$ cat src/hw/idpd_map.svh
// constants for the identification read and power-down command slice
`ifndef IDPD_MAP_SVH
`define IDPD_MAP_SVH

// ----------------------------------------
// opcodes
// ----------------------------------------
`define IDPD_OP_READ_ID 8'h9F
`define IDPD_OP_POWER_DOWN 8'hB9
`define IDPD_OP_RESUME 8'hAB
`define IDPD_OP_BITS 8

// ----------------------------------------
// identification response layout
// ----------------------------------------
`define IDPD_ID_BYTES 4
`define IDPD_ID_BITS 32
`define IDPD_EXT_LEN 8'h00

// ----------------------------------------
// timing
// ----------------------------------------
`define IDPD_CLK_PERIOD_NS 50
`define IDPD_POWER_DOWN_ENTRY_DELAY_NS 3000
`define IDPD_POWER_DOWN_EXIT_DELAY_NS 3000
// longest times round down
`define IDPD_POWER_DOWN_ENTRY_DELAY_CYC (`IDPD_POWER_DOWN_ENTRY_DELAY_NS / `IDPD_CLK_PERIOD_NS)
`define IDPD_POWER_DOWN_EXIT_DELAY_CYC (`IDPD_POWER_DOWN_EXIT_DELAY_NS / `IDPD_CLK_PERIOD_NS)
// the host's wait is a least time, so it rounds up
`define IDPD_HOST_WAIT_CYC ((`IDPD_POWER_DOWN_ENTRY_DELAY_NS + `IDPD_CLK_PERIOD_NS - 1) / `IDPD_CLK_PERIOD_NS)
// cycles of clk per serial clock half period made by the host
`define IDPD_SCK_HALF 4
// least half period that the sampled round trip allows
`define IDPD_SCK_HALF_MIN 4
// device latency from chip select high to mode change, in clk cycles
`define IDPD_DEV_MODE_LATENCY 4

`endif

$ cat src/hw/idpd_pkg.sv
// types shared by both ends of the identification and power-down link
package idpd_pkg;

	typedef logic [7:0] idpd_op_t;

	typedef enum logic [1:0] {
		DEV_OPCODE,
		DEV_ID_OUT,
		DEV_IGNORE
	} idpd_dev_state_e;

	typedef enum logic [1:0] {
		HOST_IDLE,
		HOST_SHIFT,
		HOST_GAP
	} idpd_host_state_e;

endpackage

$ cat src/hw/idpd_if.sv
// serial link between the host controller and the memory's command slice
`timescale 1ns/1ps
interface idpd_if;
	logic cs_n;
	logic sck;
	logic si;
	logic so_d;
	logic so_oe;
	wire so;

	// the device is the only driver; a released line reads high, as through a pull-up
	assign so = so_oe ? so_d : 1'b1;

	modport dev (
		input cs_n,
		input sck,
		input si,
		output so_d,
		output so_oe
	);

	modport host (
		output cs_n,
		output sck,
		output si,
		input so
	);
endinterface

$ cat src/hw/idpd_dev.sv
// memory end: identification read, deep power-down entry and resume
`timescale 1ns/1ps
`include "idpd_map.svh"

// Contract
// - opcode 9F then identification bytes out
// - manufacturer byte, then two device bytes
// - fourth byte is zero extension length
// - output released after the length byte
// - chip select high ends read anytime
// - host may stop after device bytes
// - standby when deselected, not busy and not in power-down
// - opcode B9 enters power-down at deselect
// - power-down ignores all but resume
// - short power-down opcode is abandoned
// - reset starts in standby
// - power-down ignored while busy
// - opcode AB resumes standby at deselect
// - short resume opcode keeps power-down
// - after resume normal commands accepted
// - mode change within three microseconds
module idpd_dev #(
	parameter logic [7:0] MANUF_ID = 8'hA5,
	parameter logic [2:0] FAMILY_CODE = 3'h5,
	parameter logic [4:0] DENSITY_CODE = 5'h0B,
	parameter logic [2:0] CELL_CODE = 3'h3,
	parameter logic [4:0] VERSION_CODE = 5'h01
) (
	// clock and reset
	input wire logic clk_i,
	input wire logic rst_i,
	// serial link
	idpd_if.dev link,
	// internal operation status
	input wire logic busy_i,
	// mode status
	output logic dpd_o,
	output logic standby_o,
	// opcodes handed on to the rest of the command logic
	output logic op_valid_o,
	output idpd_pkg::idpd_op_t op_o
);

	// identification codes above are arbitrary neutral values
	localparam logic [31:0] ID_WORD = {MANUF_ID, FAMILY_CODE, DENSITY_CODE,
		CELL_CODE, VERSION_CODE, `IDPD_EXT_LEN};

	// mode change must fit inside the documented longest delays
	generate
		if (`IDPD_DEV_MODE_LATENCY > `IDPD_POWER_DOWN_ENTRY_DELAY_CYC ||
			`IDPD_DEV_MODE_LATENCY > `IDPD_POWER_DOWN_EXIT_DELAY_CYC) begin : g_chk
			$error("idpd_dev: mode latency exceeds power-down delay");
		end
	endgenerate

	// ----------------------------------------
	// input synchronisers
	// ----------------------------------------
	logic cs_n_q1;
	logic cs_n_s;
	logic cs_n_prev;
	logic sck_q1;
	logic sck_s;
	logic sck_prev;
	logic si_q1;
	logic si_s;

	always_ff @(posedge clk_i) begin
		if (rst_i) begin
			cs_n_q1 <= 1'b1;
			cs_n_s <= 1'b1;
			cs_n_prev <= 1'b1;
			sck_q1 <= 1'b0;
			sck_s <= 1'b0;
			sck_prev <= 1'b0;
			si_q1 <= 1'b0;
			si_s <= 1'b0;
		end else begin
			cs_n_q1 <= link.cs_n;
			cs_n_s <= cs_n_q1;
			cs_n_prev <= cs_n_s;
			sck_q1 <= link.sck;
			sck_s <= sck_q1;
			sck_prev <= sck_s;
			si_q1 <= link.si;
			si_s <= si_q1;
		end
	end

	logic active;
	logic sck_rise;
	logic sck_fall;
	logic cs_end;
	assign active = ~cs_n_s;
	// edges only count inside a frame, so a mode 3 idle-high clock is harmless
	assign sck_rise = active & sck_s & ~sck_prev;
	assign sck_fall = active & ~sck_s & sck_prev;
	assign cs_end = cs_n_s & ~cs_n_prev;

	// ----------------------------------------
	// opcode shifter and command decode
	// ----------------------------------------
	idpd_pkg::idpd_dev_state_e state;
	logic [2:0] bit_cnt;
	logic [6:0] shreg;
	logic [5:0] out_cnt;
	logic pd_armed;
	logic resume_armed;
	logic dpd;
	idpd_pkg::idpd_op_t next_op;

	assign next_op = {shreg, si_s};

	always_ff @(posedge clk_i) begin
		if (rst_i) begin
			state <= idpd_pkg::DEV_OPCODE;
			bit_cnt <= 3'h0;
			shreg <= 7'h00;
		end else if (!active) begin
			state <= idpd_pkg::DEV_OPCODE;
			bit_cnt <= 3'h0;
		end else begin
			case (state)
				idpd_pkg::DEV_OPCODE: begin
					if (sck_rise) begin
						shreg <= next_op[6:0];
						bit_cnt <= bit_cnt + 3'h1;
						if (bit_cnt == 3'h7) begin
							if (!dpd && next_op == `IDPD_OP_READ_ID) begin
								state <= idpd_pkg::DEV_ID_OUT;
							end else begin
								state <= idpd_pkg::DEV_IGNORE;
							end
						end
					end
				end
				idpd_pkg::DEV_ID_OUT: begin
					if (sck_fall && out_cnt == 6'(`IDPD_ID_BITS)) begin
						state <= idpd_pkg::DEV_IGNORE;
					end
				end
				default: begin
					state <= idpd_pkg::DEV_IGNORE;
				end
			endcase
		end
	end

	logic opcode_done;
	assign opcode_done = active && state == idpd_pkg::DEV_OPCODE && sck_rise && bit_cnt == 3'h7;

	// arming happens at the last opcode bit; the mode changes only at deselect
	always_ff @(posedge clk_i) begin
		if (rst_i || cs_end) begin
			pd_armed <= 1'b0;
			resume_armed <= 1'b0;
		end else if (opcode_done) begin
			pd_armed <= !dpd && !busy_i && next_op == `IDPD_OP_POWER_DOWN;
			resume_armed <= dpd && next_op == `IDPD_OP_RESUME;
		end
	end

	// ----------------------------------------
	// power mode
	// ----------------------------------------
	always_ff @(posedge clk_i) begin
		if (rst_i) begin
			dpd <= 1'b0;
		end else if (cs_end) begin
			// change one cycle after deselect seen
			if (pd_armed) begin
				dpd <= 1'b1;
			end else if (resume_armed) begin
				dpd <= 1'b0;
			end
		end
	end

	// other opcodes pass on only out of power-down
	always_ff @(posedge clk_i) begin
		if (rst_i) begin
			op_valid_o <= 1'b0;
			op_o <= 8'h00;
		end else begin
			op_valid_o <= opcode_done && !dpd && next_op != `IDPD_OP_READ_ID &&
				next_op != `IDPD_OP_POWER_DOWN && next_op != `IDPD_OP_RESUME;
			if (opcode_done && !dpd) begin
				op_o <= next_op;
			end
		end
	end

	// ----------------------------------------
	// identification output
	// ----------------------------------------
	always_ff @(posedge clk_i) begin
		if (rst_i || !active || state != idpd_pkg::DEV_ID_OUT) begin
			out_cnt <= 6'h00;
			link.so_oe <= 1'b0;
			link.so_d <= 1'b0;
		end else if (sck_fall) begin
			if (out_cnt == 6'(`IDPD_ID_BITS)) begin
				// no data after the length byte
				link.so_oe <= 1'b0;
			end else begin
				link.so_oe <= 1'b1;
				link.so_d <= ID_WORD[5'(`IDPD_ID_BITS - 1) - out_cnt[4:0]];
				out_cnt <= out_cnt + 6'h01;
			end
		end
	end

	// ----------------------------------------
	// status
	// ----------------------------------------
	assign dpd_o = dpd;
	assign standby_o = cs_n_s & ~dpd & ~busy_i;

endmodule // idpd_dev

$ cat src/flat_wrapper.sv
// flat-port wrapper written by rule: the top's interface ports become plain ports
module idpd_dev_flat 
#(
	parameter logic [7:0] MANUF_ID = 8'hA5,
	parameter logic [2:0] FAMILY_CODE = 3'h5,
	parameter logic [4:0] DENSITY_CODE = 5'h0B,
	parameter logic [2:0] CELL_CODE = 3'h3,
	parameter logic [4:0] VERSION_CODE = 5'h01
)
  (clk_i, rst_i, busy_i, dpd_o, standby_o, op_valid_o, op_o, link_cs_n, link_sck, link_si, link_so_d, link_so_oe);
  idpd_if link_i ();
  input wire logic clk_i;
  input wire logic rst_i;
  input wire logic busy_i;
  output logic dpd_o;
  output logic standby_o;
  output logic op_valid_o;
  output idpd_pkg::idpd_op_t op_o;
  input wire logic [$bits(link_i.cs_n)-1:0] link_cs_n;
  input wire logic [$bits(link_i.sck)-1:0] link_sck;
  input wire logic [$bits(link_i.si)-1:0] link_si;
  output wire logic [$bits(link_i.so_d)-1:0] link_so_d;
  output wire logic [$bits(link_i.so_oe)-1:0] link_so_oe;
  assign link_i.cs_n = link_cs_n;
  assign link_i.sck = link_sck;
  assign link_i.si = link_si;
  assign link_so_d = link_i.so_d;
  assign link_so_oe = link_i.so_oe;
  idpd_dev #(.MANUF_ID(MANUF_ID), .FAMILY_CODE(FAMILY_CODE), .DENSITY_CODE(DENSITY_CODE), .CELL_CODE(CELL_CODE), .VERSION_CODE(VERSION_CODE)) u_core (.clk_i(clk_i), .rst_i(rst_i), .link(link_i), .busy_i(busy_i), .dpd_o(dpd_o), .standby_o(standby_o), .op_valid_o(op_valid_o), .op_o(op_o));
endmodule
$ cat config.mk
export PLATFORM = sky130hd
export DESIGN_NAME = idpd_dev_flat
export DESIGN_NICKNAME = d
export VERILOG_FILES = /design/src/hw/idpd_pkg.sv /design/src/hw/idpd_if.sv /design/src/hw/idpd_dev.sv /design/src/flat_wrapper.sv
export VERILOG_INCLUDE_DIRS = /design/src /design/src/hw
export SDC_FILE = /design/constraint.sdc
export NUM_CORES = 1
export LEC_CHECK = 0
export BUFFER_PORTS_ARGS = -buffer_cell sky130_fd_sc_hd__buf_2
export CAP_MARGIN = 0
export CORE_MARGIN = 8
export CORE_UTILIZATION = 51
export DETAILED_ROUTE_END_ITERATION = 10
export GPL_ROUTABILITY_DRIVEN = 0
export HOLD_SLACK_MARGIN = 0.05
export PLACE_DENSITY_LB_ADDON = 0.2
export SYNTH_ARGS = -nofsm -noshare
export SYNTH_HDL_FRONTEND = slang
export SYNTH_SLANG_ARGS = --single-unit
$ cat constraint.sdc
create_clock -name clk_i -period 1.79 [get_ports clk_i]
set_input_delay 0.2685 -clock clk_i [delete_from_list [all_inputs] [get_ports clk_i]]
set_output_delay 0.2685 -clock clk_i [all_outputs]
set_load 0.005 [all_outputs]
* Word level (Yosys, flattened, before mapping)
Memory sizes are Yosys's and may differ from the RTL's. A register that Yosys moved wholly into a read port is not among the register bits. Index checks and enable logic that the tools add are counted.
Operators by class: add/subtract/negate cells 3, equality and inequality tests 13, muxes and demuxes 8, bitwise operators 14, reduce and logical (&&, ||, !) cells 25
Operator list (number):
- $eq A8 B8 Y1 const B | 3
- $ne A8 B8 Y1 const B | 3
- $logic_and A1 B1 Y1 | 12
- $mux W2 | 4
- $ne A2 B1 Y1 const B | 4
- $and A1 B1 Y1 | 7
- $not A1 Y1 | 7
- $add A6 B1 Y6 const B | 1
- $eq A6 B6 Y1 const B | 1
- $reduce_and A2 Y1 | 3
- $reduce_and A3 Y1 | 2
- $sub A5 B5 Y5 const A | 1
- $pmux W2 S2 | 1
- $add A3 B1 Y3 const B | 1
- $eq A3 B3 Y1 const B | 1
- $logic_or A1 B1 Y1 | 3
- $mux W1 | 3
- $eq A2 B1 Y1 const B | 1
- $logic_not A1 Y1 | 2
- $logic_not A2 Y1 | 1
- $reduce_bool A2 Y1 | 1
- $reduce_or A2 Y1 | 1
Storage, ports and cells: register bits after elaboration 39, memory bits (read-only) 32, bits of input ports 6, output and inout bits 13, logic and storage cells 82, memories kept 1
Memory list:
- (no name shown) | words 32, bits a word 1, read ports 1, clocked after Yosys merged registers in 1, write ports 0, RTL line idpd_dev.sv:207 | link.so_d <= ID_WORD[5'(`IDPD_ID_BITS - 1) - out_cnt[4:0]];

* Logic depth before layout (Yosys ltp)
Gate-level depths: netlist (run 1).
depth in word-level cells 9, mapped depth 6, gate-level depth less buffers 6

* Worst setup path before layout (run 1)
Ideal clock, no wire load.
path type flip-flop to flip-flop, start register u_core.bit_cnt[0], end register u_core.resume_armed, library setup time 103 ps, arrival time 1512 ps, required time 1687 ps, path slack 175 ps, cell stages (with the launch flop) 6, buffers on the path 0, clock period less this slack 1615 ps, cell sequence dfxtp_1 ha_1 ha_1 nand3_1 or4_1 a2111oi_2
On the way: word-level cells in the longest chain between the ends 2
Ends and longest elaborated chain:
- from (decl) | RTL line idpd_dev.sv:104 | logic [2:0] bit_cnt;
- from (signal assigned) | RTL line idpd_dev.sv:127 | bit_cnt <= bit_cnt + 3'h1;
- $eq A3 B3 Y1 | RTL line idpd_dev.sv:150 | assign opcode_done = active && state == idpd_pkg::DEV_OPCODE && sck_rise && bit_cnt == 3'h7;
- $logic_and A1 B1 Y1 | RTL line idpd_dev.sv:150
- to (signal assigned) | RTL line idpd_dev.sv:159 | resume_armed <= dpd && next_op == `IDPD_OP_RESUME;
- to (decl) | RTL line idpd_dev.sv:108 | logic resume_armed;
No other way between the ends. A chain may end at the register's enable or synchronous reset.

* Worst setup path in the final report (run 1)
start register u_core.bit_cnt[1], end register u_core.resume_armed
The elaborated chain is that of the path after synthesis.

==> results_dict.tcl, run 1 <==
set metrics [dict create \
    outcome "completed" \
    synth_edf_count 0 \
    setup_violations 0 \
    fin_util_pct 60.2 \
    crit_required_ns 2.04 \
    grt_pass1_vias 1390 \
    core_area_um2 3050 \
    post-place-ws_ns 0.103 \
    grt_overflow 0 \
    hold_slack_ns 0.105 \
    post-cts-setup-buffers 0 \
    fin_nets 221 \
    drive_gt1_share_pct 17.6 \
    clkLatencyLatePin_ns 0.35 \
    antenna_found_initial 0 \
    power.density_nw_per_um2 735 \
    cts_buffer_depth 2 \
    rsz0062_at_grt "false" \
    final.period_utilization_pct 94.0 \
    rows 20 \
    fin_skew_ns 0.0112 \
    syn_inst 186 \
    synthTopCellsByCount "dfxtp_1, nand2_1, a21oi_1" \
    max_clock_freq_mhz 595 \
    vdd.ir_drop.worst_v 0.000488 \
    vias 1325 \
    synth_area_leader_cell "dfxtp_1" \
    syn_nets 197 \
    cap_violations 0 \
    synth_cell_types 35 \
    avgViaCountPerCell 5.22 \
    dp.final_hpwl_mm 2.43 \
    holdCritPathClass "in -> reg" \
    period_minus_slack_ns 1.68 \
    ys_async_sr_fraction_pct 0 \
    htreeDepth 2 \
    synth_top_area_share_pct 49.2 \
    cts_tree "done" \
    die_y_um 72.5 \
    die_x_um 72.5 \
    ios 19 \
    slew-limit-headroom_pct 73.0 \
    syn_area_um2 1630 \
    yosysSeqAreaShare_pct 49.2 \
    hold_viol 0 \
    grt_pass1_wl_mm 5.89 \
    initial_core_util_pct 53.4 \
    drtPass1Iterations 4 \
    drc_errors 0 \
    ant_nets 0 \
    worstSetupPathType "reg -> reg" \
    worst_slack_ns 0.108 \
    drtIter0Drc 59 \
    area_growth_pct 12.9 \
    fp.dieArea_um2 5260 \
    cts_num_sinks 40 \
    wire_per_inst_um 12.9 \
    syn_avg_cell_area_um2 8.76 \
    antenna_cells 0 \
    portBuffers 18 \
    grtUsageTotal_pct 14.0 \
    clk_pin_slew_worst_paths_ns 0.10 \
    cts_root_buf "clkbuf_4" \
    tightest_slew_ns 0.406 \
    worstSetupEndpointType "register" \
    cts_made_buffers 5 \
    grt_max_degree 27 \
    synth_area_leaders "dfxtp_1, nand2_1, a21oi_1" \
    ys.flop_type "dfxtp_1" \
    ys_ff_latch 40 \
    cp-start-kind "register" \
    arrival_ns 1.93 \
    tns_ns 0 \
    synth-warning-count 0 \
    yosysMostFrequentCell "dfxtp_1" \
    finalWirelength_mm 3.27 \
    slew_violations 0 \
    leakage_nw 0.679 \
    crit_fanout 4 \
]
==> registers in the layout, indices dropped and copies added, names as in the netlist <==
| name | cells |
|---|---|
| u_core.cs_n_s | 1 |
| u_core.si_q1 | 1 |
| u_core.si_s | 1 |
| u_core.out_cnt | 6 |
| u_core.cs_n_q1 | 1 |
| u_core.state | 2 |
| u_core.sck_prev | 1 |
| u_core.resume_armed | 1 |
| u_core.shreg | 7 |
| u_core.cs_n_prev | 1 |
| u_core.pd_armed | 1 |
| u_core.sck_q1 | 1 |
| u_core.link.so_d | 1 |
| u_core.op_valid_o | 1 |
| u_core.dpd_o | 1 |
| u_core.link.so_oe | 1 |
| u_core.sck_s | 1 |
| u_core.op_o | 8 |
| u_core.bit_cnt | 3 |
==> cell usage in the layout, fill, tap and decap left out, types with 3 or more instances in the layout <==
| cell type | count |
|---|---|
| nor2_1 | 13 |
| nand2_1 | 33 |
| nor3_1 | 4 |
| clkbuf_4 | 5 |
| inv_1 | 6 |
| ha_1 | 5 |
| dfxtp_1 | 39 |
| nor2b_1 | 7 |
| buf_2 | 18 |
| mux2i_1 | 3 |
| or2_2 | 3 |
| nand3_1 | 12 |
| buf_4 | 6 |
| xor2_1 | 5 |
| nand2b_1 | 3 |
| a21oi_1 | 19 |
==> cells by family (layout without fill, tap and decap cells) <==
| group | count (synthesis) | in the layout | share of synthesized area (%) |
|---|---|---|---|
| simple gates | 89 | 89 | 27.4 |
| flops | 40 | 40 | 49.2 |
| compound gates | 29 | 29 | 10.8 |
| buf+inv | 13 | 37 | 3.07 |
| xor+xnor | 6 | 6 | 3.23 |
| fa+ha+maj | 5 | 5 | 3.84 |
| mux | 4 | 4 | 2.53 |
==> power by group <==
part | internal (mW) | leakage, nW | switching (mW) | total [mW]
registers | 0.897 | 0.324 | 0.00402 | 0.901
logic | 0.0138 | 0.327 | 0.0178 | 0.0315
clock network | 0.145 | 0.0281 | 0.274 | 0.419
==> layout make-up <==
| cell class | instances | area [um2] |
|---|---|---|
| Tap cell | 44 | 55.1 |
| Sequential cell | 40 | 802 |
| Timing Repair Buffer | 24 | 135 |
| Clock inverter | 1 | 5.00 |
| Inverter | 6 | 22.5 |
| Multi-Input combinational cell | 133 | 778 |
| Fill cell | 301 | 1210 |
| Clock buffer | 6 | 41.3 |
==> critical path, cell delays in order (launching register included) <==
cell and delay [ns]:
dfxtp_1 0.35, ha_1 0.14, ha_1 0.19, nand3_1 0.09, or4_1 0.44, a2111oi_2 0.37
==> path summary, 6_finish.rpt <==
path | from | to | slack (ns) | depth (start not counted)
worst max-delay path | u_core.bit_cnt[1] | u_core.resume_armed | 0.11 | 5
worst min-delay path | link_cs_n | u_core.cs_n_q1 | 0.11 | 2
worst max register to register | u_core.bit_cnt[1] | u_core.resume_armed | 0.11 | 5
worst min register to register | u_core.cs_n_q1 | u_core.cs_n_s | 0.41 | 1
==> routing by layer <==
metal | vias up | GRT usage, % | part of all wire, %
li1 | 680 | - | -
met1 | 615 | 14.7 | 43
met2 | 23 | 24.5 | 51
met3 | 7 | 3.99 | 4.1
met4 | 0 | 7.78 | 2.1
met5 | - | 0 | 0
==> metrics by stage <==
stage          cell area (um2)  cells  total power, mW
5_1_grt                   1840    254             1.41
3_3_place_gp              1790    247            0.953
6_report                  1840    254             1.35
3_5_place_dp              1790    247            0.953
2_1_floorplan             1630    186            0.941
4_1_cts                   1840    254             1.37
==> repair_timing <==
action / 4_1_cts / 5_1_grt
hold endpoints to repair: 0 / 0
hold buffers: 0 / 0
resized for setup: 0 / 1
setup endpoints to repair: 0 / 1
No activity file was read; power rests on OpenSTA's default activity.
==> inputs of run 2 (changes only) <==
GPL_TIMING_DRIVEN = 0   (was not set)
==> results_dict.tcl, run 2 (same netlist as run 1, synthesis figures left out) <==
set metrics [dict create \
    outcome "completed" \
    final.period_utilization_pct 94.7 \
    finalWirelength_mm 3.37 \
    largest_register_ff_count 8 \
    slew-limit-headroom_pct 69.0 \
    fp.dieArea_um2 5260 \
    antenna_found_initial 0 \
    crit_required_ns 2.04 \
    power_mw 1.52 \
    swShare_pct 21.1 \
    worst_slack_ns 0.0957 \
    fill_cells 292 \
    fin_nets 221 \
    cts_num_sinks 40 \
    layout_common_cells "dfxtp_1, nand2_1, a21oi_1, buf_2, nor2_1" \
    die_y_um 72.5 \
    cp_slowest_cell "or4_1" \
    fin_skew_ns 0.0155 \
    worstSetupEndpointType "register" \
    grtUsageTotal_pct 14.1 \
    period_minus_slack_ns 1.69 \
    largestRegisters "u_core.op_o: 8 flops, u_core.shreg: 7 flops, u_core.out_cnt: 6 flops" \
    layout.cells.non_filler 255 \
    worstSetupPathType "reg -> reg" \
    leakage_nw 0.670 \
    avgViaCountPerCell 5.34 \
    drtPass1Iterations 4 \
    htreeDepth 2 \
    max_clock_freq_mhz 590 \
    combPwrFrac_pct 2.0 \
    core_area_um2 3050 \
    antenna_cells 0 \
    cp-start-kind "register" \
    initial_core_util_pct 53.4 \
    cts_tree "done" \
    vias 1362 \
    vdd.ir_drop.worst_v 0.000529 \
    ios 19 \
    min_path_cells 2 \
    power.density_nw_per_um2 814 \
    post-cts-setup-buffers 0 \
    place_area_um2 1770 \
    wire_per_inst_um 13.2 \
    portBuffers 17 \
    dp.final_hpwl_mm 2.52 \
    ant_nets 0 \
    clk_pin_slew_worst_paths_ns 0.12 \
    grt_pass1_wl_mm 5.84 \
    grt.busiest_layer "met2" \
    drc_errors 0 \
    arrival_ns 1.95 \
    final_cell_area_um2 1870 \
    cts_made_buffers 5 \
    die_x_um 72.5 \
    grt_util_met1_pct 13.4 \
    slew_violations 0 \
    rsz0062_at_grt "false" \
    cap_violations 0 \
    hold_viol 0 \
    max_stage_delay_ns 0.45 \
    setup_violations 0 \
    grt_pass1_vias 1439 \
    post-place-cells 247 \
    grt_max_degree 14 \
    holdCritPathClass "in -> reg" \
    layout_commonest_cell "dfxtp_1" \
    drive_gt1_share_pct 18.5 \
    p_int_mw 1.20 \
    area_growth_pct 14.8 \
    use_met2_pct 25.8 \
    cts_root_buf "clkbuf_4" \
    rows 20 \
    worstPathCellList "ha_1 > ha_2 > nand3_2 > or4_1 > a2111oi_2" \
    drtIter0Drc 74 \
    seq_power_share_pct 59.3 \
    crit_fanout 4 \
    largest-register "u_core.op_o" \
    grt_overflow 0 \
    met3_usage_pct 4.13 \
    clkLatencyLatePin_ns 0.35 \
    pwr-share-clk_pct 38.6 \
    switching_power_uw 320 \
    post-place-ws_ns -0.0272 \
    tightest_slew_ns 0.465 \
    timing.reg2reg.worst_path_depth 5 \
    cts_buffer_depth 2 \
    fin_util_pct 61.3 \
]
==> run 2: cell count changes in the layout (fill, tap and decap cells not counted), sizes merged <==
cell / before / now
bufinv: 0 / 1
clkinvlp: 0 / 1
clkbuf: 6 / 11
buf: 24 / 18
==> run 2: final cells by class <==
cell class              instances  area, um2  area share (%)
clock buffers                   5       37.5            2.01
flip-flops and latches         40        805            43.0
well taps                      44       55.1            2.94
clock inverters                 3       42.5            2.27
multi-input cells             133        796            42.5
repair buffers                 17       85.1            4.55
plain buffers                   7       27.5            1.47
inverters                       6       22.5            1.20
==> run 2: repair_timing <==
item,CTS,global route
endpoints found under the hold margin,0,0
hold buffers,0,0
pin swaps,1,1
gates resized for setup,5,2
setup endpoints to repair,5,2
==> run 2: final timing paths <==
check | start | endpoint | slack (ns)
worst max-delay path | u_core.bit_cnt[0] | u_core.resume_armed | 0.1
worst min-delay path | link_cs_n | u_core.cs_n_q1 | 0.1
worst max register to register | u_core.bit_cnt[0] | u_core.resume_armed | 0.1
worst min register to register | u_core.sck_q1 | u_core.sck_s | 0.44
==> run 2: layer usage <==
layer	share of wire (%)	vias up
met5	0	-
met2	51	27
met3	4.2	12
li1	-	684
met1	41	639
met4	3.3	0
==> run 2: critical path, delay by kind of cell (launching register included) <==
kind / cells / cell delay [ns]
adder cells (fa/ha/maj): 2 / 0.37
flip-flops: 1 / 0.36
AND/OR/NAND/NOR: 2 / 0.55
AO/OA/AOI/OAI: 1 / 0.33
==> run 2: power groups by stage <==
stage | combinational [mW] | sequential, mW | clock (mW)
after floorplan | 0.0200 | 0.921 | 0
after global placement | 0.0306 | 0.922 | 0
after detailed placement | 0.0312 | 0.922 | 0
after CTS | 0.0315 | 0.903 | 0.601
after global routing | 0.0352 | 0.904 | 0.645
final | 0.0311 | 0.903 | 0.588
==> run 2: through the flow <==
stage	hold WS (ns)	setup TNS, ns
3_5_place_dp	0.424	-0.0272
3_3_place_gp	0.396	0
5_1_grt	0.0856	0
4_1_cts	0.0856	0
2_1_floorplan	0.372	0
6_report	0.0990	0
